`config.mk`:
```
export PLATFORM = sky130hd
export DESIGN_NAME = mhf_arbiter
export DESIGN_NICKNAME = d
export VERILOG_FILES = /design/src/logic/mhf_fifo.v /design/src/logic/mhf_arbiter.v
export VERILOG_INCLUDE_DIRS = /design/src /design/src/logic
export SDC_FILE = /design/constraint.sdc
export NUM_CORES = 1
export LEC_CHECK = 0
export BUFFER_PORTS_ARGS = -buffer_cell sky130_fd_sc_hd__buf_2
export CAP_MARGIN = 0
export CORE_ASPECT_RATIO = 1.5
export CORE_MARGIN = 10
export CORE_UTILIZATION = 60
export DETAILED_ROUTE_END_ITERATION = 7
export PLACE_DENSITY = 0.76
export SLEW_MARGIN = 10
export SYNTH_ARGS = -nofsm -noshare
export SYNTH_HDL_FRONTEND = slang
export SYNTH_SLANG_ARGS = --single-unit
```
`constraint.sdc`:
```
create_clock -name clk -period 4.5 [get_ports clk]
set_input_delay 0.225 -clock clk [delete_from_list [all_inputs] [get_ports clk]]
set_output_delay 0.225 -clock clk [all_outputs]
set_load 0.05 [all_outputs]
```
`src/logic/mhf_consts.vh`:
```
// constants of the modem host fifo arbiter
// Contract
// - fsk mode: tx and rx fifos 16x9
// - modulator and demodulator never both enabled
// - carrier sets carrier_present, unmasked bit interrupts
// - irq edge or level, programmable polarity
// - rx threshold event, full gives rx_full_event
// - rx data dropped while rx fifo full
// - tx data queued until modulator active
// - grant sets transmit_granted then sends data
// - tx threshold event and tx_full_event flag
// - manchester mode: 16-entry tx and rx fifos
// - rx entries carry tag bit for markers
// - encoder starts: preamble, start delimiter, data
// - preamble_count and manchester_invert in modem_setup
// - empty tx fifo ends packet with stop
// - jabber trip blocks new packets for silence period
// - zero limit disables jabber, steps 2.048ms
// - fsk characters pass straight to modulator
// - manchester link feeds fifos, rate independent
// - fsk: carrier pin high ignores tx, request
// - manchester pin: carrier, or jabber while sending
`ifndef MHF_CONSTS_VH
`define MHF_CONSTS_VH
// register addresses
`define MHF_A_CONTROL 7'h02
`define MHF_A_STATUS 7'h20
`define MHF_A_MASK 7'h21
`define MHF_A_SETUP 7'h22
`define MHF_A_TXFIFO 7'h23
`define MHF_A_RXFIFO 7'h24
`define MHF_A_THRESH 7'h25
`define MHF_A_JABBER 7'h27
// reset values
`define MHF_CONTROL_RST 16'h8042
`define MHF_MASK_RST 16'h0000
// control fields
`define MHF_C_IRQ_LEVEL 2
`define MHF_C_IRQ_POL 3
// modem_setup fields
`define MHF_S_TX_REQ 0
`define MHF_S_MANCH 8
`define MHF_S_PRE_HI 14
`define MHF_S_PRE_LO 12
`define MHF_S_INVERT 15
// modem_event_flags fields
`define MHF_E_GRANT 0
`define MHF_E_CARRIER 1
`define MHF_E_TX_FULL 3
`define MHF_E_TX_THR 4
`define MHF_E_RX_FULL 6
`define MHF_E_RX_THR 7
`define MHF_E_JABBER_TRIPPED 8
`define MHF_E_JABBER_RELEASED 9
// encoder symbols
`define MHF_SYM_PRE 9'h155
`define MHF_SYM_START 9'h14d
`define MHF_SYM_STOP 9'h126
// spi frame
`define MHF_FRAME_BITS 6'd24
// timing
`define MHF_CLK_NS 4
`define MHF_JAB_STEP_NS 2048000
`define MHF_SILENCE_US 3000000
`define MHF_CLK_MHZ 250
`endif

```
`src/logic/mhf_fifo.v`:
```
// flip-flop fifo with level count
`timescale 1ns/10ps
`default_nettype none
module mhf_fifo #(
  parameter W = 9,
  parameter AW = 4
) (
  // clock and reset
  input wire clk,
  input wire nrst,
  // fill side
  input wire push,
  input wire [W-1:0] din,
  // drain side
  input wire pop,
  output wire [W-1:0] dout,
  // level
  output wire [AW:0] count,
  output wire full,
  output wire empty
);
  localparam DEPTH = 1 << AW;
  reg [W-1:0] mem_q [0:DEPTH-1];
  reg [AW-1:0] wp_q;
  reg [AW-1:0] rp_q;
  reg [AW:0] cnt_q;
  wire do_push;
  wire do_pop;

  // refused pushes and pops leave the contents alone
  assign full = (cnt_q == DEPTH[AW:0]);
  assign empty = (cnt_q == {(AW+1){1'b0}});
  assign do_push = push & ~full;
  assign do_pop = pop & ~empty;
  assign dout = mem_q[rp_q];
  assign count = cnt_q;

  // storage written by index
  always @(posedge clk) begin
    if (do_push) begin
      mem_q[wp_q] <= din;
    end
  end

  // pointers and level
  always @(posedge clk or negedge nrst) begin
    if (!nrst) begin
      wp_q <= {AW{1'b0}};
      rp_q <= {AW{1'b0}};
      cnt_q <= {(AW+1){1'b0}};
    end else begin
      if (do_push) begin
        wp_q <= wp_q + {{(AW-1){1'b0}}, 1'b1};
      end
      if (do_pop) begin
        rp_q <= rp_q + {{(AW-1){1'b0}}, 1'b1};
      end
      if (do_push && !do_pop) begin
        cnt_q <= cnt_q + {{AW{1'b0}}, 1'b1};
      end else if (do_pop && !do_push) begin
        cnt_q <= cnt_q - {{AW{1'b0}}, 1'b1};
      end
    end
  end
endmodule
`default_nettype wire

```
`src/logic/mhf_arbiter.v`:
```
// modem host fifo arbiter with spi register port
`timescale 1ns/10ps
`default_nettype none
`include "mhf_consts.vh"
module mhf_arbiter #(
  parameter AW = 4,
  parameter JAB_STEP_CYC = `MHF_JAB_STEP_NS / `MHF_CLK_NS,
  parameter SILENCE_CYC = `MHF_SILENCE_US * `MHF_CLK_MHZ
) (
  // clock and reset
  input wire clk,
  input wire nrst,
  // spi host port
  input wire sclk,
  input wire cs_n,
  input wire sdi,
  output reg sdo,
  output reg sdo_oe,
  // host pins
  output reg irq,
  output reg cd_pin,
  // receive stream from demodulator or decoder
  input wire rx_valid,
  input wire [8:0] rx_data,
  input wire carrier_in,
  // transmit stream to modulator or encoder
  output reg tx_valid,
  output reg [8:0] tx_data,
  input wire tx_ready,
  // path enables and encoder setting
  output reg mod_en,
  output reg demod_en,
  output reg man_invert
);
  localparam S_IDLE = 3'd0;
  localparam S_GRANT = 3'd1;
  localparam S_PRE = 3'd2;
  localparam S_SD = 3'd3;
  localparam S_DATA = 3'd4;
  localparam S_STOP = 3'd5;
  localparam S_DRAIN = 3'd6;

  // pin synchronisers
  reg [2:0] sclk_q;
  reg [1:0] cs_q;
  reg cs_d1_q;
  reg [1:0] sdi_q;
  // spi shifters
  reg [23:0] in_sh_q;
  reg [23:0] out_sh_q;
  reg [23:0] resp_q;
  reg [5:0] bits_q;
  // registers
  reg [15:0] ctrl_q;
  reg [15:0] mask_q;
  reg [15:0] setup_q;
  reg [7:0] thr_q;
  reg [7:0] jab_q;
  reg [15:0] status_q;
  // sequencer
  reg [2:0] state_q;
  reg [2:0] pre_q;
  reg jab_block_q;
  reg [31:0] step_q;
  reg [7:0] units_q;
  reg [31:0] quiet_q;
  // two-entry output buffer
  reg [8:0] buf1_q;
  reg [1:0] bcnt_q;

  wire sclk_rise = sclk_q[1] & ~sclk_q[2];
  wire sclk_fall = ~sclk_q[1] & sclk_q[2];
  wire cs_fall = ~cs_q[1] & cs_d1_q;
  wire cs_rise = cs_q[1] & ~cs_d1_q;
  wire frame_ok = cs_rise && (bits_q >= `MHF_FRAME_BITS);
  wire f_read = in_sh_q[23];
  wire [6:0] f_addr = in_sh_q[22:16];
  wire [15:0] f_data = in_sh_q[15:0];
  wire manch = setup_q[`MHF_S_MANCH];

  // fifo wiring
  wire tx_push;
  wire tx_pop;
  wire [8:0] txf_dout;
  wire [AW:0] txf_cnt;
  wire txf_full;
  wire txf_empty;
  wire rx_push;
  wire rx_pop;
  wire [8:0] rxf_dout;
  wire [AW:0] rxf_cnt;
  wire rxf_full;
  wire rxf_empty;

  // buffer handshake
  wire buf_ready = (bcnt_q != 2'd2) | tx_ready;
  wire buf_take = tx_valid & tx_ready;
  reg buf_put;
  reg [8:0] buf_in;

  // sequencer next values
  reg [2:0] state_d;
  reg [2:0] pre_d;
  reg seq_pop;
  wire jab_trip;
  wire jab_done;
  wire sending = (state_q != S_IDLE);

  // one value compared against a programmed threshold
  function at_thr;
    input [AW:0] lvl;
    input [3:0] thr;
    begin
      at_thr = (thr != 4'd0) && (lvl >= {1'b0, thr});
    end
  endfunction

  // read mux for the register port
  function [15:0] reg_read;
    input [6:0] a;
    input [15:0] c, st, m, su;
    input [7:0] th, jb;
    input [8:0] rxw;
    begin
      case (a)
        `MHF_A_CONTROL: reg_read = c;
        `MHF_A_STATUS: reg_read = st;
        `MHF_A_MASK: reg_read = m;
        `MHF_A_SETUP: reg_read = su;
        `MHF_A_RXFIFO: reg_read = {7'h00, rxw};
        `MHF_A_THRESH: reg_read = {8'h00, th};
        `MHF_A_JABBER: reg_read = {8'h00, jb};
        default: reg_read = 16'h0000;
      endcase
    end
  endfunction

  wire [15:0] rdata = reg_read(f_addr, ctrl_q, status_q, mask_q,
    setup_q, thr_q, jab_q, rxf_empty ? 9'h000 : rxf_dout);

  // host writes to tx fifo, dropped while carrier pin high
  assign tx_push = frame_ok && !f_read && (f_addr == `MHF_A_TXFIFO)
    && !cd_pin;
  assign tx_pop = seq_pop;
  // received entries stored with their tag bit, lost when full
  assign rx_push = rx_valid & demod_en & ~rxf_full;
  assign rx_pop = frame_ok && f_read && (f_addr == `MHF_A_RXFIFO);

  // transmit fifo, 16 entries of 9 bits
  mhf_fifo #(.W(9), .AW(AW)) u_txf (
    .clk(clk),
    .nrst(nrst),
    .push(tx_push),
    .din(f_data[8:0]),
    .pop(tx_pop),
    .dout(txf_dout),
    .count(txf_cnt),
    .full(txf_full),
    .empty(txf_empty)
  );

  // receive fifo, 16 entries of 9 bits
  mhf_fifo #(.W(9), .AW(AW)) u_rxf (
    .clk(clk),
    .nrst(nrst),
    .push(rx_push),
    .din(rx_data),
    .pop(rx_pop),
    .dout(rxf_dout),
    .count(rxf_cnt),
    .full(rxf_full),
    .empty(rxf_empty)
  );

  // two-flop synchronisers and edge history
  always @(posedge clk or negedge nrst) begin
    if (!nrst) begin
      sclk_q <= 3'h0;
      cs_q <= 2'h3;
      cs_d1_q <= 1'b1;
      sdi_q <= 2'h0;
    end else begin
      sclk_q <= {sclk_q[1:0], sclk};
      cs_q <= {cs_q[0], cs_n};
      cs_d1_q <= cs_q[1];
      sdi_q <= {sdi_q[0], sdi};
    end
  end

  // spi shift in on falling sclk, out on rising sclk
  always @(posedge clk or negedge nrst) begin
    if (!nrst) begin
      in_sh_q <= 24'h000000;
      out_sh_q <= 24'h000000;
      resp_q <= 24'h000000;
      bits_q <= 6'd0;
      sdo <= 1'b0;
      sdo_oe <= 1'b0;
    end else begin
      sdo_oe <= ~cs_q[1];
      if (cs_fall) begin
        out_sh_q <= resp_q;
        bits_q <= 6'd0;
      end else if (!cs_q[1] && sclk_fall) begin
        in_sh_q <= {in_sh_q[22:0], sdi_q[1]};
        if (bits_q != 6'h3f) begin
          bits_q <= bits_q + 6'd1;
        end
      end else if (!cs_q[1] && sclk_rise) begin
        sdo <= out_sh_q[23];
        out_sh_q <= {out_sh_q[22:0], 1'b0};
      end
      if (frame_ok) begin
        resp_q <= f_read ? {1'b1, f_addr, rdata} : in_sh_q;
      end
    end
  end

  // software-written registers
  always @(posedge clk or negedge nrst) begin
    if (!nrst) begin
      ctrl_q <= `MHF_CONTROL_RST;
      mask_q <= `MHF_MASK_RST;
      setup_q <= 16'h0000;
      thr_q <= 8'h00;
      jab_q <= 8'h00;
    end else if (frame_ok && !f_read) begin
      case (f_addr)
        `MHF_A_CONTROL: ctrl_q <= f_data;
        `MHF_A_MASK: mask_q <= f_data;
        `MHF_A_SETUP: setup_q <= f_data;
        `MHF_A_THRESH: thr_q <= f_data[7:0];
        `MHF_A_JABBER: jab_q <= f_data[7:0];
        default: ;
      endcase
    end
  end

  // events raised this cycle
  reg [15:0] ev_set;
  always @* begin
    ev_set = 16'h0000;
    ev_set[`MHF_E_CARRIER] = carrier_in & demod_en;
    ev_set[`MHF_E_GRANT] = (state_q == S_IDLE) && (state_d == S_GRANT);
    ev_set[`MHF_E_RX_THR] = at_thr(rxf_cnt, thr_q[7:4]);
    ev_set[`MHF_E_RX_FULL] = rxf_full;
    ev_set[`MHF_E_TX_THR] = at_thr(txf_cnt, thr_q[3:0]);
    ev_set[`MHF_E_TX_FULL] = txf_full;
    ev_set[`MHF_E_JABBER_TRIPPED] = jab_trip;
    ev_set[`MHF_E_JABBER_RELEASED] = jab_done;
  end

  wire st_clr = frame_ok && f_read && (f_addr == `MHF_A_STATUS);
  wire [15:0] live = ev_set & ~mask_q;
  wire [15:0] fresh = live & ~status_q;

  // sticky flags, cleared by reading them, a new event wins
  always @(posedge clk or negedge nrst) begin
    if (!nrst) begin
      status_q <= 16'h0000;
    end else begin
      status_q <= (st_clr ? 16'h0000 : status_q) | ev_set;
    end
  end

  // interrupt pin, level or edge, polarity selectable
  always @(posedge clk or negedge nrst) begin
    if (!nrst) begin
      irq <= 1'b1;
    end else if (ctrl_q[`MHF_C_IRQ_LEVEL]) begin
      irq <= ~ctrl_q[`MHF_C_IRQ_POL] ^
        (|(status_q & ~mask_q & ~{16{st_clr}}));
    end else begin
      irq <= ~ctrl_q[`MHF_C_IRQ_POL] ^ (|fresh);
    end
  end

  // jabber timer counts sending time in steps
  assign jab_trip = manch && sending && !jab_block_q &&
    (jab_q != 8'h00) && (units_q == jab_q);
  assign jab_done = jab_block_q && (quiet_q == SILENCE_CYC - 1);
  always @(posedge clk or negedge nrst) begin
    if (!nrst) begin
      step_q <= 32'd0;
      units_q <= 8'h00;
      quiet_q <= 32'd0;
      jab_block_q <= 1'b0;
    end else if (jab_block_q) begin
      quiet_q <= quiet_q + 32'd1;
      if (jab_done) begin
        jab_block_q <= 1'b0;
        quiet_q <= 32'd0;
      end
    end else if (jab_trip) begin
      jab_block_q <= 1'b1;
      step_q <= 32'd0;
      units_q <= 8'h00;
    end else if (manch && sending && jab_q != 8'h00) begin
      if (step_q == JAB_STEP_CYC - 1) begin
        step_q <= 32'd0;
        units_q <= units_q + 8'h01;
      end else begin
        step_q <= step_q + 32'd1;
      end
    end else begin
      step_q <= 32'd0;
      units_q <= 8'h00;
    end
  end

  // arbitration and packet framing
  always @* begin
    state_d = state_q;
    pre_d = pre_q;
    seq_pop = 1'b0;
    buf_put = 1'b0;
    buf_in = txf_dout;
    case (state_q)
      S_IDLE: begin
        if (!manch) begin
          if (setup_q[`MHF_S_TX_REQ] && !carrier_in) begin
            state_d = S_GRANT;
          end
        end else if (!txf_empty && !carrier_in && !jab_block_q) begin
          state_d = S_PRE;
          pre_d = setup_q[`MHF_S_PRE_HI:`MHF_S_PRE_LO];
        end
      end
      S_GRANT: begin
        if (!txf_empty && buf_ready) begin
          seq_pop = 1'b1;
          buf_put = 1'b1;
        end else if (!setup_q[`MHF_S_TX_REQ] && txf_empty &&
            bcnt_q == 2'd0) begin
          state_d = S_IDLE;
        end
      end
      S_PRE: begin
        buf_in = `MHF_SYM_PRE;
        if (buf_ready) begin
          buf_put = 1'b1;
          pre_d = pre_q - 3'd1;
          if (pre_q == 3'd0) begin
            state_d = S_SD;
          end
        end
      end
      S_SD: begin
        buf_in = `MHF_SYM_START;
        if (buf_ready) begin
          buf_put = 1'b1;
          state_d = S_DATA;
        end
      end
      S_DATA: begin
        if (txf_empty || jab_trip) begin
          state_d = S_STOP;
        end else if (buf_ready) begin
          seq_pop = 1'b1;
          buf_put = 1'b1;
        end
      end
      S_STOP: begin
        buf_in = `MHF_SYM_STOP;
        if (buf_ready) begin
          buf_put = 1'b1;
          state_d = S_DRAIN;
        end
      end
      // encoder stays enabled until the stop symbol is taken
      S_DRAIN: begin
        if (bcnt_q == 2'd0) begin
          state_d = S_IDLE;
        end
      end
      default: state_d = S_IDLE;
    endcase
  end

  // sequencer state and path enables, never both on
  always @(posedge clk or negedge nrst) begin
    if (!nrst) begin
      state_q <= S_IDLE;
      pre_q <= 3'd0;
      mod_en <= 1'b0;
      demod_en <= 1'b1;
      man_invert <= 1'b0;
      cd_pin <= 1'b0;
    end else begin
      state_q <= state_d;
      pre_q <= pre_d;
      mod_en <= (state_d != S_IDLE);
      demod_en <= (state_d == S_IDLE);
      man_invert <= setup_q[`MHF_S_INVERT];
      if (manch && sending) begin
        cd_pin <= jab_block_q | jab_trip;
      end else begin
        cd_pin <= carrier_in & (state_d == S_IDLE);
      end
    end
  end

  // two-entry buffer toward the modulator or encoder
  always @(posedge clk or negedge nrst) begin
    if (!nrst) begin
      tx_valid <= 1'b0;
      tx_data <= 9'h000;
      buf1_q <= 9'h000;
      bcnt_q <= 2'd0;
    end else begin
      case ({buf_put, buf_take})
        2'b10: begin
          if (bcnt_q == 2'd0) begin
            tx_data <= buf_in;
          end else begin
            buf1_q <= buf_in;
          end
          bcnt_q <= bcnt_q + 2'd1;
          tx_valid <= 1'b1;
        end
        2'b01: begin
          tx_data <= buf1_q;
          bcnt_q <= bcnt_q - 2'd1;
          tx_valid <= (bcnt_q == 2'd2);
        end
        2'b11: begin
          if (bcnt_q == 2'd1) begin
            tx_data <= buf_in;
          end else begin
            tx_data <= buf1_q;
            buf1_q <= buf_in;
          end
        end
        default: ;
      endcase
    end
  end
endmodule
`default_nettype wire

```
# After elaboration in Yosys (flattened, before gate mapping)
# Memories as Yosys holds them, arrays and structs flattened.
# Cells that the tools add are included.
[op_classes]
magnitude_cmp = 3
addsub = 15
reduce_logical = 76
muxes = 60
n_bitwise = 37
n_eq_ne = 35
[op_table]
columns = ["op", "count"]
rows = [
  ["$mux 32", 4],
  ["$pmux 16 s7", 1],
  ["$mux 24", 4],
  ["$add 32x1->32 const B", 2],
  ["$pmux 9 s3", 2],
  ["$eq 7x6->1 const B", 7],
  ["$and 16x16->16", 3],
  ["$not 16->16", 3],
  ["$mux 9", 5],
  ["$mux 3", 14],
  ["$eq 32x19->1 const B", 1],
  ["$eq 32x30->1 const B", 1],
  ["$reduce_or 16->1", 2],
  ["$logic_and 1x1->1", 28],
  ["$mux 8", 3],
  ["$pmux 3 s7", 1],
  ["$mux 5", 4],
  ["$reduce_and 2->1", 10],
  ["$mux 6", 3],
  ["$pmux 9 s2", 1],
  ["$add 4x1->4 const B", 4],
  ["$and 10x16->16", 1],
  ["$mux 16", 1],
  ["$or 16x10->16", 1],
  ["other kinds (42)", 120],
]
[totals]
word_cells = 265
mem_bits_rw = 288
regBits = 299
output_inout_bits = 17
mem_count = 2
[mem_list]
columns = ["memory", "words", "width", "rd", "rd_ports_with_merged_regs", "write_ports", "line_no", "source"]
rows = [
  ["u_rxf.mem_q", 16, 9, 1, 0, 1, "mhf_fifo.v:23", "reg [W-1:0] mem_q [0:DEPTH-1];"],
  ["u_txf.mem_q", 16, 9, 1, 0, 1, "mhf_fifo.v:23", ""],
]

# Logic depth before layout (Yosys ltp)
# Gate-level depths: netlist of run 1.
[depth]
depth_word = 15
mapped_depth = 14
depth_no_buf = 13

# Modules after synthesis
# A second synthesis of run 1 with hierarchy kept.
[hier_totals]
hier_cells = 1948
area_unflattened_um2 = 25767.2
[by_module_without_submodules]
columns = ["mod", "instances", "seq_area_each_um2", "cells_each", "area_per_inst_um2"]
rows = [
  ["mhf_arbiter", 1, 6641.4, 1250, 12912.4],
  ["mhf_fifo at u_txf", 1, 4649.5, 349, 6432.4],
  ["mhf_fifo at u_rxf", 1, 4649.5, 349, 6422.4],
]

# Worst setup path before layout of run 1
# No wires, ideal clock.
[synth_timing]
path_type = "register to register"
startpoint = "register cs_q[1]"
endpoint = "register u_rxf.cnt_q[4], in the netlist u_rxf.count[4]"
t_arrival_ns = 2.987
setup_slack_ns = 1.387
t_required_ns = 4.375
stages_incl_launch_ff = 14
setup_ns = 0.125
synth_period_minus_slack_ns = 3.113
path_cell_list = "dfstp_2 > inv_1 > nor3_2 > nand2_1 > nor4_2 > inv_1 > ha_1 > inv_1 > ha_1 > a21o_1 > a21oi_1 > xnor2_1 > nor2_1 > xor2_1"
[synth_via]
elab_chain_len = 8
elab_cells_between_ends = 10
[synth_rtl]
columns = ["element", "line_no", "source"]
rows = [
  ["start, declared", "mhf_arbiter.v:45", "reg [1:0] cs_q;"],
  ["start signal, assigned", "mhf_arbiter.v:184", "cs_q <= {cs_q[0], cs_n};"],
  ["$and 1x1->1 (*)", "mhf_arbiter.v:74", "wire cs_rise = cs_q[1] & ~cs_d1_q;"],
  ["$logic_and 1x1->1 (*)", "mhf_arbiter.v:75", "wire frame_ok = cs_rise && (bits_q >= `MHF_FRAME_BITS);"],
  ["$logic_and 1x1->1 (*) (2 in series)", "mhf_arbiter.v:147", "assign rx_pop = frame_ok && f_read && (f_addr == `MHF_A_RXFIFO);"],
  ["$and 1x1->1 (*)", "mhf_fifo.v:34", "assign do_pop = pop & ~empty;"],
  ["$logic_not 1->1", "mhf_fifo.v:58", "if (do_push && !do_pop) begin"],
  ["$logic_and 1x1->1", "mhf_fifo.v:58", ""],
  ["$mux 5 / $reduce_bool 2->1 (equally long branches)", "-", ""],
  ["end signal, assigned", "mhf_fifo.v:50", "cnt_q <= {(AW+1){1'b0}};"],
  ["end signal, assigned", "mhf_fifo.v:59", "cnt_q <= cnt_q + {{AW{1'b0}}, 1'b1};"],
  ["end signal, assigned", "mhf_fifo.v:61", "cnt_q <= cnt_q - {{AW{1'b0}}, 1'b1};"],
  ["end, declared", "mhf_fifo.v:26", "reg [AW:0] cnt_q;"],
]
# Mark *: on every way between the ends. The rest lies on a longest branch, timed or not.
# A chain may end at the register's enable or synchronous reset.

# Worst setup path in the final report of run 1
[layout_timing]
startpoint = "register state_q[2]"
endpoint = "register buf1_q[3]"
[layout_via]
elab_chain_len = 11
elab_cells_between_ends = 24
[layout_rtl]
columns = ["element", "line_no", "source"]
rows = [
  ["start, declared", "mhf_arbiter.v:61", "reg [2:0] state_q;"],
  ["start signal, assigned", "mhf_arbiter.v:390", "state_q <= state_d;"],
  ["$reduce_bool 3->1", "mhf_arbiter.v:107", "wire sending = (state_q != S_IDLE);"],
  ["$logic_and 1x1->1 (3 in series)", "mhf_arbiter.v:279", "assign jab_trip = manch && sending && !jab_block_q &&"],
  ["$logic_and 1x1->1", "mhf_arbiter.v:280", "(jab_q != 8'h00) && (units_q == jab_q);"],
  ["$logic_or 1x1->1", "mhf_arbiter.v:356", "if (txf_empty || jab_trip) begin"],
  ["$mux 1", "mhf_arbiter.v:356", ""],
  ["$pmux 1 s3", "mhf_arbiter.v:318", "case (state_q)"],
  ["$eq 2x2->1", "mhf_arbiter.v:411", "case ({buf_put, buf_take})"],
  ["$ne 2x2->1 (no source line) / $reduce_bool 2->1 (equally long branches)", "-", ""],
  ["$reduce_and 3->1 (no source line)", "-", ""],
  ["end signal, assigned", "mhf_arbiter.v:416", "buf1_q <= buf_in;"],
  ["end signal, assigned", "mhf_arbiter.v:431", "buf1_q <= buf_in;"],
  ["end, declared", "mhf_arbiter.v:68", "reg [8:0] buf1_q;"],
]
# Several ways; a longest one is shown, not always the timed one. The select of a mux whose other input is x is not followed.

==> run summary, run 1 <==
xor and xnor area share after synthesis - 0.0319
DP HPWL - 36,200 um
clock-pin slew on the worst setup and hold paths - 60 ps
Adder-Cell Fraction of Synth Area - 0.0209
mux cell area share after synthesis - 0.135
Hold Crit Class - in -> reg
top cell type's share of synthesized area - 0.342
ys async rst share - 0.503
area grow syn2layout - 10.6%
EDFF count, synth - 288
depth of the most critical reg-to-reg path - 11
TritonCTS Buffers - 52
largest family of logic cells by synthesized area - multiplexers
CP Class - reg -> reg
syn_nets - 1,878
Clock power frac - 0.399
vias in the first global route - 15,700
Final Hold Slack - 21.5 ps
Die Width - 188 um
Final period util - 0.848
TNS Setup - 0 ps
Yosys top cell by area - edfxtp_1
average size of a mapped cell - 13.9 um2
GPL Wtd Cong - 0.859
# IOs - 34
share of layout cells above drive strength 1 - 0.185
Critical Path End Type - flop
n_diodes - 0
nets - 1,913
detailed-router iteration count before antenna repair - 7
remaining global-route overflow - 0
register bit total from synthesis - 579
Clock Path Buffers - 3
Synth cell types - 67
clk_skew - 17.6 ps
CTS Root Cell - clkbuf_16
Final ANT Viol Nets - 0
Flop pwr share - 0.518
antenna violations before repair - 0
Gate power share - 0.083
row cnt - 92
Crit Path Max Fanout - 21
Final Setup Violations - 0
Lkg Pwr - 10.8 nW
First DRT Iteration DRCs - 1,038
Net Sw Power - 2.83 mW
clock latency at the later pin of the worst-skew pair - 580 ps
Hold Path Depth - 1
sequential share of the synthesized area - 0.630
status - finished clean
final hold vios - 0
Synth area leaders - edfxtp_1, dfrtp_1, mux4_2
Initial Util - 0.603
Max Fclk - 262 MHz
Sink Count - 579
synth cell count leaders - edfxtp_1, dfrtp_1, nand2_1
startpoint types - flop
VDD IR-drop max - 508 uV
cells after synthesis - 1,820
Least-Margin Pin Slew - 1060 ps
Cell Int Power - 9.03 mW
Tmin final - 3820 ps
overall routed net length - 54,700 um
Slew Limit Headroom - 0.293
Warnings, synthesis - 0
Reg2Reg Setup Slack - 680 ps
vias - 15,100
Via density - 6.13
CTS H-Tree Depth - 2
post-synthesis simple-gate area fraction - 0.0973
port bufs - 33
CTS tree - done
Syn Std Cell Area - 25,300 um2
power density over the cells - 424 nW/um2
complex-gate fraction of the synthesized area - 0.0618
gr usage total - 0.216
DR WL/cell - 22.2 um
Die H - 271 um
RSZ-0062 raised after global routing - no
max_cap viols - 0
count leader, synth - edfxtp_1
switch share - 0.239
WP data arrival - 4270 ps
worst reg2reg path startpoint - state_q[2]
first-pass GRT wire length - 87,600 um
largest net degree at the start of global routing - 129
CP required - 4960 ps
ys flop type - edfxtp_1
Hold Path End - u_rxf.mem_q[10][2]
max-slew violation total from the final report - 0
core area - 41,900 um2
Die ar. - 50,900 um2
worst flop-to-flop path endpoint - buf1_q[3]
Remaining DRCs - 0
Hold Path Origin - rx_data[2]
[critical path: stages (launching register included)]
cell and delay [ps]:
dfrtp_1 590, o31ai_1 560, a21oi_1 140, nand4_1 190, a21oi_1 90, o21ai_0 230
o211a_1 220, ha_1 400, o21ai_0 150, a21oi_1 500, buf_4 260, mux2_2 350
[routing by layer]
metal  vias to the layer above  wire length, um  GRT usage
met4                         0             2230     0.0920
met2                       416            30100      0.400
li1                       6836                -          -
met3                       129             2010     0.0270
met5                         -                0          0
met1                      7715            20400      0.246
[how the worst max path moves through the flow]
stage | start | end | slack [ps] | depth (start not counted)
2_1_floorplan | cs_q[1] | u_rxf.count[4] | 1390 | 13
3_3_place_gp | cs_q[1] | u_rxf.count[4] | 840 | 13
3_5_place_dp | cs_q[1] | u_rxf.count[4] | 770 | 13
4_1_cts | cs_q[1] | u_rxf.count[4] | 730 | 13
5_1_grt | state_q[2] | buf1_q[3] | 370 | 11
6_report | state_q[2] | buf1_q[3] | 680 | 11
[area by class of cell]
class                   instances  area [um2]
clock inverters                25         373
well taps                     564         706
clock buffers                  72        1470
flip-flops and latches        579       15900
repair buffers                 65         453
fillers                      2941       13900
inverters                      62         233
multi-input cells            1095        8800
[kinds of logic (layout without fill, tap and decap cells)]
family | after synthesis | after routing
compound gates | 252 | 252
xor+xnor | 92 | 92
fa+ha+maj | 41 | 41
buf+inv | 146 | 224
flops | 579 | 579
mux | 219 | 219
simple gates | 491 | 491
[power by group through the flow]
stage          Sequential, mW  Combinational, mW  Clock, mW
5_1_grt                  6.17               1.10       5.01
2_1_floorplan            6.29              0.542          0
3_5_place_dp             6.24              0.985          0
4_1_cts                  6.14               1.00       4.79
3_3_place_gp             6.22              0.948          0
6_report                 6.14              0.988       4.73
[metrics by stage]
step	instances	setup WS [ps]	power (mW)	cell area, um2	util
after floorplan	1820	1390	6.83	25300	-
after global placement	2355	835	7.17	26000	0.621
after detailed placement	2355	765	7.23	26000	0.621
after CTS	2462	728	11.9	28000	0.668
after global routing	2462	365	12.3	28000	0.668
final	2462	684	11.9	28000	0.668
[repair_timing]
action                                 in CTS  in global routing
buffers inserted                            0                  0
resized for setup                           0                  0
hold buffers                               10                  0
endpoints found under the hold margin     184                  0
[registers in the layout (all words and copies together) (netlist names), 16 cells and up]
| signal | cells |
|---|---|
| quiet_q | 32 |
| u_rxf.mem_q | 144 |
| resp_q | 24 |
| setup_q | 16 |
| in_sh_q | 24 |
| ctrl_q | 16 |
| out_sh_q | 24 |
| u_txf.mem_q | 144 |
| mask_q | 16 |
| step_q | 32 |
[cell usage in the layout (no fill, tap or decap), types with 5 or more instances in the layout]
cell type,instances
mux2i_1,30
nor3_1,22
inv_1,60
dfrtp_1,281
xnor2_1,56
clkinvlp_2,6
buf_2,32
nor3b_1,16
clkbuf_16,54
mux4_2,88
nor2_1,113
nor4_1,17
a31oi_1,7
o221ai_1,11
dfstp_2,8
ha_1,39
xor2_1,36
buf_4,21
and3_1,15
clkbuf_8,5
bufinv_16,9
mux2_2,101
nand4_1,24
edfxtp_1,288
dlygate4sd3_1,10
nor2b_1,7
nand2b_1,10
nand3_1,39
or3_1,9
o22ai_1,15
o21ai_0,88
a21oi_1,56
and2_1,38
clkbuf_1,13
nand2_1,147
or4_1,8
a22oi_1,22
a21o_1,9
o211ai_1,8
a222oi_1,6
(Power assumes the default switching activity.)
==> inputs of run 2 (changes only) <==
==> constraint.sdc (replaced) <==
create_clock -name clk -period 3.85 [get_ports clk]
set_input_delay 0.1925 -clock clk [delete_from_list [all_inputs] [get_ports clk]]
set_output_delay 0.1925 -clock clk [all_outputs]
set_load 0.05 [all_outputs]
==> run 2 against run 1 <==
Net effect: non-clock buffer count rose by 21; flip-flop and latch count is the same; routed wire length barely moved; clock power is 11% higher; cell count rose by 0.81%; setup slack got worse by 360 ps; via count grew 0.87%; design area is 0.19% higher; register-to-register slack lost 360 ps; core utilization up 0.13 points; critical path type unchanged; critical endpoint is now u_txf.count[4]; largest power group unchanged.
==> run summary, run 2 (same netlist as run 1, synthesis figures left out) <==
core area - 41,900 um2 (unchanged)
TNS Setup - 0 ps (unchanged)
Final period util - 0.915 (was 0.848)
antenna violations before repair - 0 (unchanged)
# IOs - 34 (unchanged)
Least-Margin Pin Slew - 1060 ps (about the same)
status - finished clean (unchanged)
final hold vios - 0 (unchanged)
Clock Path Buffers - 3 (unchanged)
Initial Util - 0.603 (unchanged)
vias in the first global route - 15,900 (was 15,700)
clock-pin slew on the worst setup and hold paths - 70 ps (was 60 ps)
n_diodes - 0 (unchanged)
First DRT Iteration DRCs - 1,072 (was 1,038)
Die H - 271 um (unchanged)
overall routed net length - 54,700 um (about the same)
Hold Crit Class - in -> async (was in -> reg)
CP peak stage delay - 600 ps (was 590 ps)
nets - 1,934 (was 1,913)
CP Buf/Inv Count - 3 (was 1)
Die Width - 188 um (unchanged)
RSZ-0062 raised after global routing - no (unchanged)
port bufs - 33 (unchanged)
GPL Wtd Cong - 0.870 (was 0.859)
Remaining DRCs - 0 (unchanged)
TritonCTS Buffers - 52 (unchanged)
commonest non-fill, non-tap cells in the layout - edfxtp_1, dfrtp_1, nand2_1, nor2_1, mux2_2 (unchanged)
crit-path cells - inv_1, nor4_2, or4b_1, clkinv_1, ha_1, inv_1, fa_1, a21o_1, a21oi_1, xnor2_1, nor2_1, xor2_1 (was o31ai_1, a21oi_1, nand4_1, a21oi_1, o21ai_0, o211a_1, ha_1, o21ai_0, a21oi_1, buf_4, mux2_2)
CTS tree - done (unchanged)
Lkg Pwr - 10.8 nW (about the same)
vias - 15,200 (was 15,100)
row cnt - 92 (unchanged)
commonest non-fill, non-tap cell in the layout - edfxtp_1 (unchanged)
DP HPWL - 36,000 um (was 36,200 um)
Via density - 6.14 (was 6.13)
first-pass GRT wire length - 88,100 um (was 87,600 um)
CP required - 4310 ps (was 4960 ps)
Final ANT Viol Nets - 0 (unchanged)
max_cap viols - 0 (unchanged)
most used cell, CP - inv_1 (was a21oi_1)
Final Setup Violations - 0 (unchanged)
gr usage total - 0.215 (was 0.216)
CTS H-Tree Depth - 2 (unchanged)
CP top delay family - simple AND/OR/NAND/NOR gates (was compound AO/OA/AOI/OAI gates)
detailed-router iteration count before antenna repair - 5 (was 7)
area grow syn2layout - 10.9% (was 10.6%)
Final Util - 0.669 (was 0.668)
power density over the cells - 485 nW/um2 (was 424 nW/um2)
Slew Limit Headroom - 0.297 (was 0.293)
met2 Use GR - 0.395 (was 0.400)
post-cts resize count - 0 (unchanged)
startpoint types - flop (unchanged)
CTS Root Cell - clkbuf_16 (unchanged)
remaining global-route overflow - 0 (unchanged)
M3 GR Usage - 0.0262 (was 0.0270)
share of layout cells above drive strength 1 - 0.188 (was 0.185)
WP data arrival - 3980 ps (was 4270 ps)
Max Fclk - 284 MHz (was 262 MHz)
VDD IR-drop max - 463 uV (was 508 uV)
clk_skew - 29.5 ps (was 17.6 ps)
largest net degree at the start of global routing - 98 (was 129)
Largest regs - u_rxf.mem_q: 144 flops, u_txf.mem_q: 144 flops (unchanged)
Tmin final - 3520 ps (was 3820 ps)
post-CTS setup repair buffer count - 0 (unchanged)
Critical Path End Type - flop (unchanged)
grt peak-use layer - met2 (unchanged)
max-slew violation total from the final report - 0 (unchanged)
Die ar. - 50,900 um2 (unchanged)
CP Class - reg -> reg (unchanged)
DR WL/cell - 22.0 um (was 22.2 um)
Sink Count - 579 (unchanged)
clock latency at the later pin of the worst-skew pair - 600 ps (was 580 ps)
Crit Path Max Fanout - 8 (was 21)
slowest CP cell - dfstp_2 (was dfrtp_1)
global routing usage on met1 - 0.247 (was 0.246)
[run 2: layout make-up]
cell class | instances | area [um2]
timing repair buffer | 86 | 621
inverter | 62 | 233
fill | 2929 | 13900
clock inverter | 23 | 240
tap | 564 | 706
multi-input combinational | 1095 | 8800
clock buffer | 73 | 1490
sequential | 579 | 15900
[run 2: stage by stage]
step	total power [mW]	hold WS [ps]	worst slack (ps)	area (um2)	cells
2_1_floorplan	7.98	-103	737	25300	1820
4_1_cts	13.7	240	339	28000	2482
5_1_grt	14.0	261	105	28000	2482
3_5_place_dp	8.46	299	361	26200	2372
3_3_place_gp	8.38	260	422	26200	2372
6_report	13.6	227	327	28000	2482
[run 2: repair_timing]
action,4_1_cts,5_1_grt
hold endpoints to repair,240,0
hold buffers,14,0
endpoints found under the setup margin,0,0
[run 2: path summary, 6_finish.rpt]
check                          start              to  slack (ps)  cells past startpoint
min                             nrst      in_sh_q[6]         230                      2
max in group asynchronous       nrst        demod_en        2490                      3
min reg2reg                sclk_q[0]       sclk_q[1]         350                      0
min in group clk                 sdi        sdi_q[0]         260                      2
max                          cs_q[1]  u_txf.count[4]         330                     12
max reg2reg                  cs_q[1]  u_txf.count[4]         330                     12
[run 2: report_power, final]
part	switching [mW]	total, mW	leakage, nW	internal [mW]
sequential	0.301	7.18	6.55	6.88
combinational	0.780	1.18	3.48	0.395
clock	2.26	5.24	0.807	2.97
total	3.34	13.6	10.8	10.2
[run 2: metal layers]
| metal | vias to the layer above | share of wire | wire [um] |
|---|---|---|---|
| met4 | 0 | 0.042 | 2320 |
| met5 | - | 0 | 0 |
| met2 | 419 | 0.54 | 29700 |
| li1 | 6879 | - | - |
| met1 | 7803 | 0.38 | 20600 |
| met3 | 127 | 0.037 | 2040 |
==> inputs of run 3 (changes only) <==
--- a/config.mk
+++ b/config.mk
@@ -16,4 +16,5 @@
 export SLEW_MARGIN = 10
 export SYNTH_ARGS = -nofsm -noshare
 export SYNTH_HDL_FRONTEND = slang
+export SYNTH_HIERARCHICAL = 1
 export SYNTH_SLANG_ARGS = --single-unit
==> run 3 against run 2 <==
Net effect: area after synthesis is 1.9% higher; fmax is 0.69% higher; design area is 1.5% higher; die area is 1.7% higher; routed wire length is 1.2% higher; critical path type unchanged; largest power group unchanged; first-iteration DRC count is 19% higher; clock skew is 2.3 ps lower; clock power is 4.2% lower; via count is 4.5% higher; non-clock buffer count is 24 higher; global-route usage hardly changed.
==> run summary, run 3 <==
status - finished clean (unchanged)
GPL Wtd Cong - 0.920 (was 0.870)
WP data arrival - 4010 ps (was 3980 ps)
Remaining DRCs - 0 (unchanged)
Largest regs - u_rxf/mem_q: 144 flops, u_txf/mem_q: 144 flops (was u_rxf.mem_q: 144 flops, u_txf.mem_q: 144 flops)
commonest non-fill, non-tap cell in the layout - edfxtp_1 (unchanged)
register bit total from synthesis - 579 (unchanged)
# fillers - 2,961 (was 2,929)
area grow syn2layout - 10.4% (was 10.9%)
Final Setup Violations - 0 (unchanged)
n_diodes - 0 (unchanged)
VDD IR-drop max - 504 uV (was 463 uV)
syn_nets - 2,006 (was 1,878)
count leader, synth - edfxtp_1 (unchanged)
Clock Path Buffers - 3 (unchanged)
clock-pin slew on the worst setup and hold paths - 60 ps (was 70 ps)
Syn Std Cell Area - 25,800 um2 (was 25,300 um2)
post-cts resize count - 0 (unchanged)
row cnt - 92 (unchanged)
overall routed net length - 55,400 um (was 54,700 um)
First DRT Iteration DRCs - 1,276 (was 1,072)
max-slew violation total from the final report - 0 (unchanged)
CTS tree - done (unchanged)
Net Sw Power - 3.62 mW (was 3.34 mW)
CP required - 4360 ps (was 4310 ps)
max_cap viols - 0 (unchanged)
cells after synthesis - 1,948 (was 1,820)
Final ANT Viol Nets - 0 (unchanged)
# IOs - 34 (unchanged)
Slew Limit Headroom - 0.286 (was 0.297)
CTS H-Tree Depth - 2 (unchanged)
Die H - 274 um (was 271 um)
Crit Path Max Fanout - 7 (was 8)
remaining global-route overflow - 0 (unchanged)
antenna violations before repair - 0 (unchanged)
ys flop type - edfxtp_1 (unchanged)
ys async rst share - 0.503 (unchanged)
DR WL/cell - 21.1 um (was 22.0 um)
Final period util - 0.909 (was 0.915)
TritonCTS Buffers - 51 (was 52)
Flop pwr share - 0.521 (was 0.528)
DP HPWL - 38,100 um (was 36,000 um)
Initial Util - 0.610 (was 0.603)
vias in the first global route - 16,400 (was 15,900)
power density over the cells - 487 nW/um2 (was 485 nW/um2)
largest net degree at the start of global routing - 90 (was 98)
Via density - 6.05 (was 6.14)
clock latency at the later pin of the worst-skew pair - 590 ps (was 600 ps)
Synth cell types - 87 (was 67)
RSZ-0062 raised after global routing - no (unchanged)
Gate power share - 0.117 (was 0.086)
switch share - 0.261 (was 0.246)
Least-Margin Pin Slew - 1070 ps (was 1060 ps)
top cell type's share of synthesized area - 0.336 (was 0.342)
clk_skew - 27.2 ps (was 29.5 ps)
first-pass GRT wire length - 89,500 um (was 88,100 um)
share of layout cells above drive strength 1 - 0.167 (was 0.188)
average size of a mapped cell - 13.2 um2 (was 13.9 um2)
Die ar. - 51,800 um2 (was 50,900 um2)
Tmin final - 3500 ps (was 3520 ps)
Final Hold Slack - 205 ps (was 227 ps)
synth cell count leaders - edfxtp_1, dfrtp_1, nand2_1 (unchanged)
Cell Int Power - 10.2 mW (about the same)
gr usage total - 0.215 (about the same)
nets - 2,081 (was 1,934)
port bufs - 33 (unchanged)
EDFF count, synth - 288 (unchanged)
startpoint types - flop (unchanged)
depth of the most critical reg-to-reg path - 11 (was 12)
CTS Root Cell - clkbuf_16 (unchanged)
Lkg Pwr - 10.9 nW (was 10.8 nW)
vias - 15,900 (was 15,200)
Critical Path End Type - flop (unchanged)
sequential share of the synthesized area - 0.619 (was 0.630)
final hold vios - 0 (unchanged)
Final Util - 0.674 (was 0.669)
Sink Count - 579 (unchanged)
TNS Setup - 0 ps (unchanged)
Die Width - 189 um (was 188 um)
CP Class - reg -> reg (unchanged)
Hold Crit Class - in -> async (unchanged)
Max Fclk - 286 MHz (was 284 MHz)
core area - 42,200 um2 (was 41,900 um2)
Warnings, synthesis - 6 (was 0)
detailed-router iteration count before antenna repair - 5 (unchanged)
Clock power frac - 0.362 (was 0.385)
Synth area leaders - edfxtp_1, dfrtp_1, mux2i_1 (was edfxtp_1, dfrtp_1, mux4_2)
Yosys top cell by area - edfxtp_1 (unchanged)
commonest non-fill, non-tap cells in the layout - edfxtp_1, dfrtp_1, nand2_1, nor2_1, o21ai_0 (was edfxtp_1, dfrtp_1, nand2_1, nor2_1, mux2_2)
## run 3: cell types whose count changed in the layout (fill, tap and decap cells not counted), sizes merged, moves of 34 or more
cell / change
o21ai: +43
mux4: -52
nor2: +34
mux2i: +83
nand2: +42
a221oi: +38
## run 3: final cells by class
| class | count | area [um2] | area share |
|---|---|---|---|
| clock buffer | 74 | 1480 | 0.0520 |
| tap | 564 | 706 | 0.0248 |
| multi-input combinational | 1227 | 9130 | 0.321 |
| clock inverter | 21 | 170 | 0.00598 |
| timing repair buffer | 110 | 826 | 0.0290 |
| sequential | 579 | 15900 | 0.560 |
| inverter | 54 | 203 | 0.00712 |
## run 3: layer usage
metal,up-vias,wire length [um],global-route usage
li1,7350,-,-
met1,8081,20900,0.242
met2,369,30400,0.401
met3,115,1900,0.0246
met4,0,2190,0.0915
met5,-,0,0
## run 3: kinds of logic after synthesis
logic type	synth area share
AOI/OAI and AO/OA	0.0922
xor gates and xnor gates	0.0299
adders and majority gates	0.0205
buffers and inverters	0.0276
DFF	0.619
muxes	0.112
and+or+nand+nor	0.0995
## run 3: path summary, 6_finish.rpt
kind	from	to	slack (ps)
worst max-delay path	cs_q[1]	u_txf/count[4]	350
worst min-delay path	nrst	sdo	200
worst max register to register	cs_q[1]	u_txf/count[4]	350
worst min register to register	sclk_q[0]	sclk_q[1]	350
max in group asynchronous	nrst	demod_en	2670
min in group clk	rx_valid	u_rxf/wp_q[0]	260
## run 3: power by group through the flow
stage	registers (mW)	clock network (mW)	logic [mW]
floorplan	7.40	0	0.945
global placement	7.33	0	1.54
detailed placement	7.35	0	1.60
CTS	7.23	5.09	1.63
global route	7.27	5.35	1.79
finish	7.23	5.02	1.62
## run 3: timing repair
| item | CTS | global route |
|---|---|---|
| buffers inserted | 0 | 0 |
| hold endpoints to repair | 225 | 0 |
| hold buffers | 14 | 0 |
## run 3: metrics by stage
step	total power [mW]	setup WS (ps)	cells	area [um2]
final	13.9	351	2629	28500
after global routing	14.4	97.0	2629	28500
after CTS	13.9	406	2629	28500
after detailed placement	8.95	438	2520	26700
after global placement	8.86	506	2520	26700
after floorplan	8.35	797	1948	25800
## run 3: worst max-delay path, cell delays in order (launching register included)
cell and delay (ps):
dfstp_2 610, nor2b_1 250, and3_1 290, nor4b_1 430
a21boi_2 340, ha_1 210, inv_1 110, fa_1 420
a21o_1 190, a21oi_1 170, mux2i_1 260, xnor2_1 140
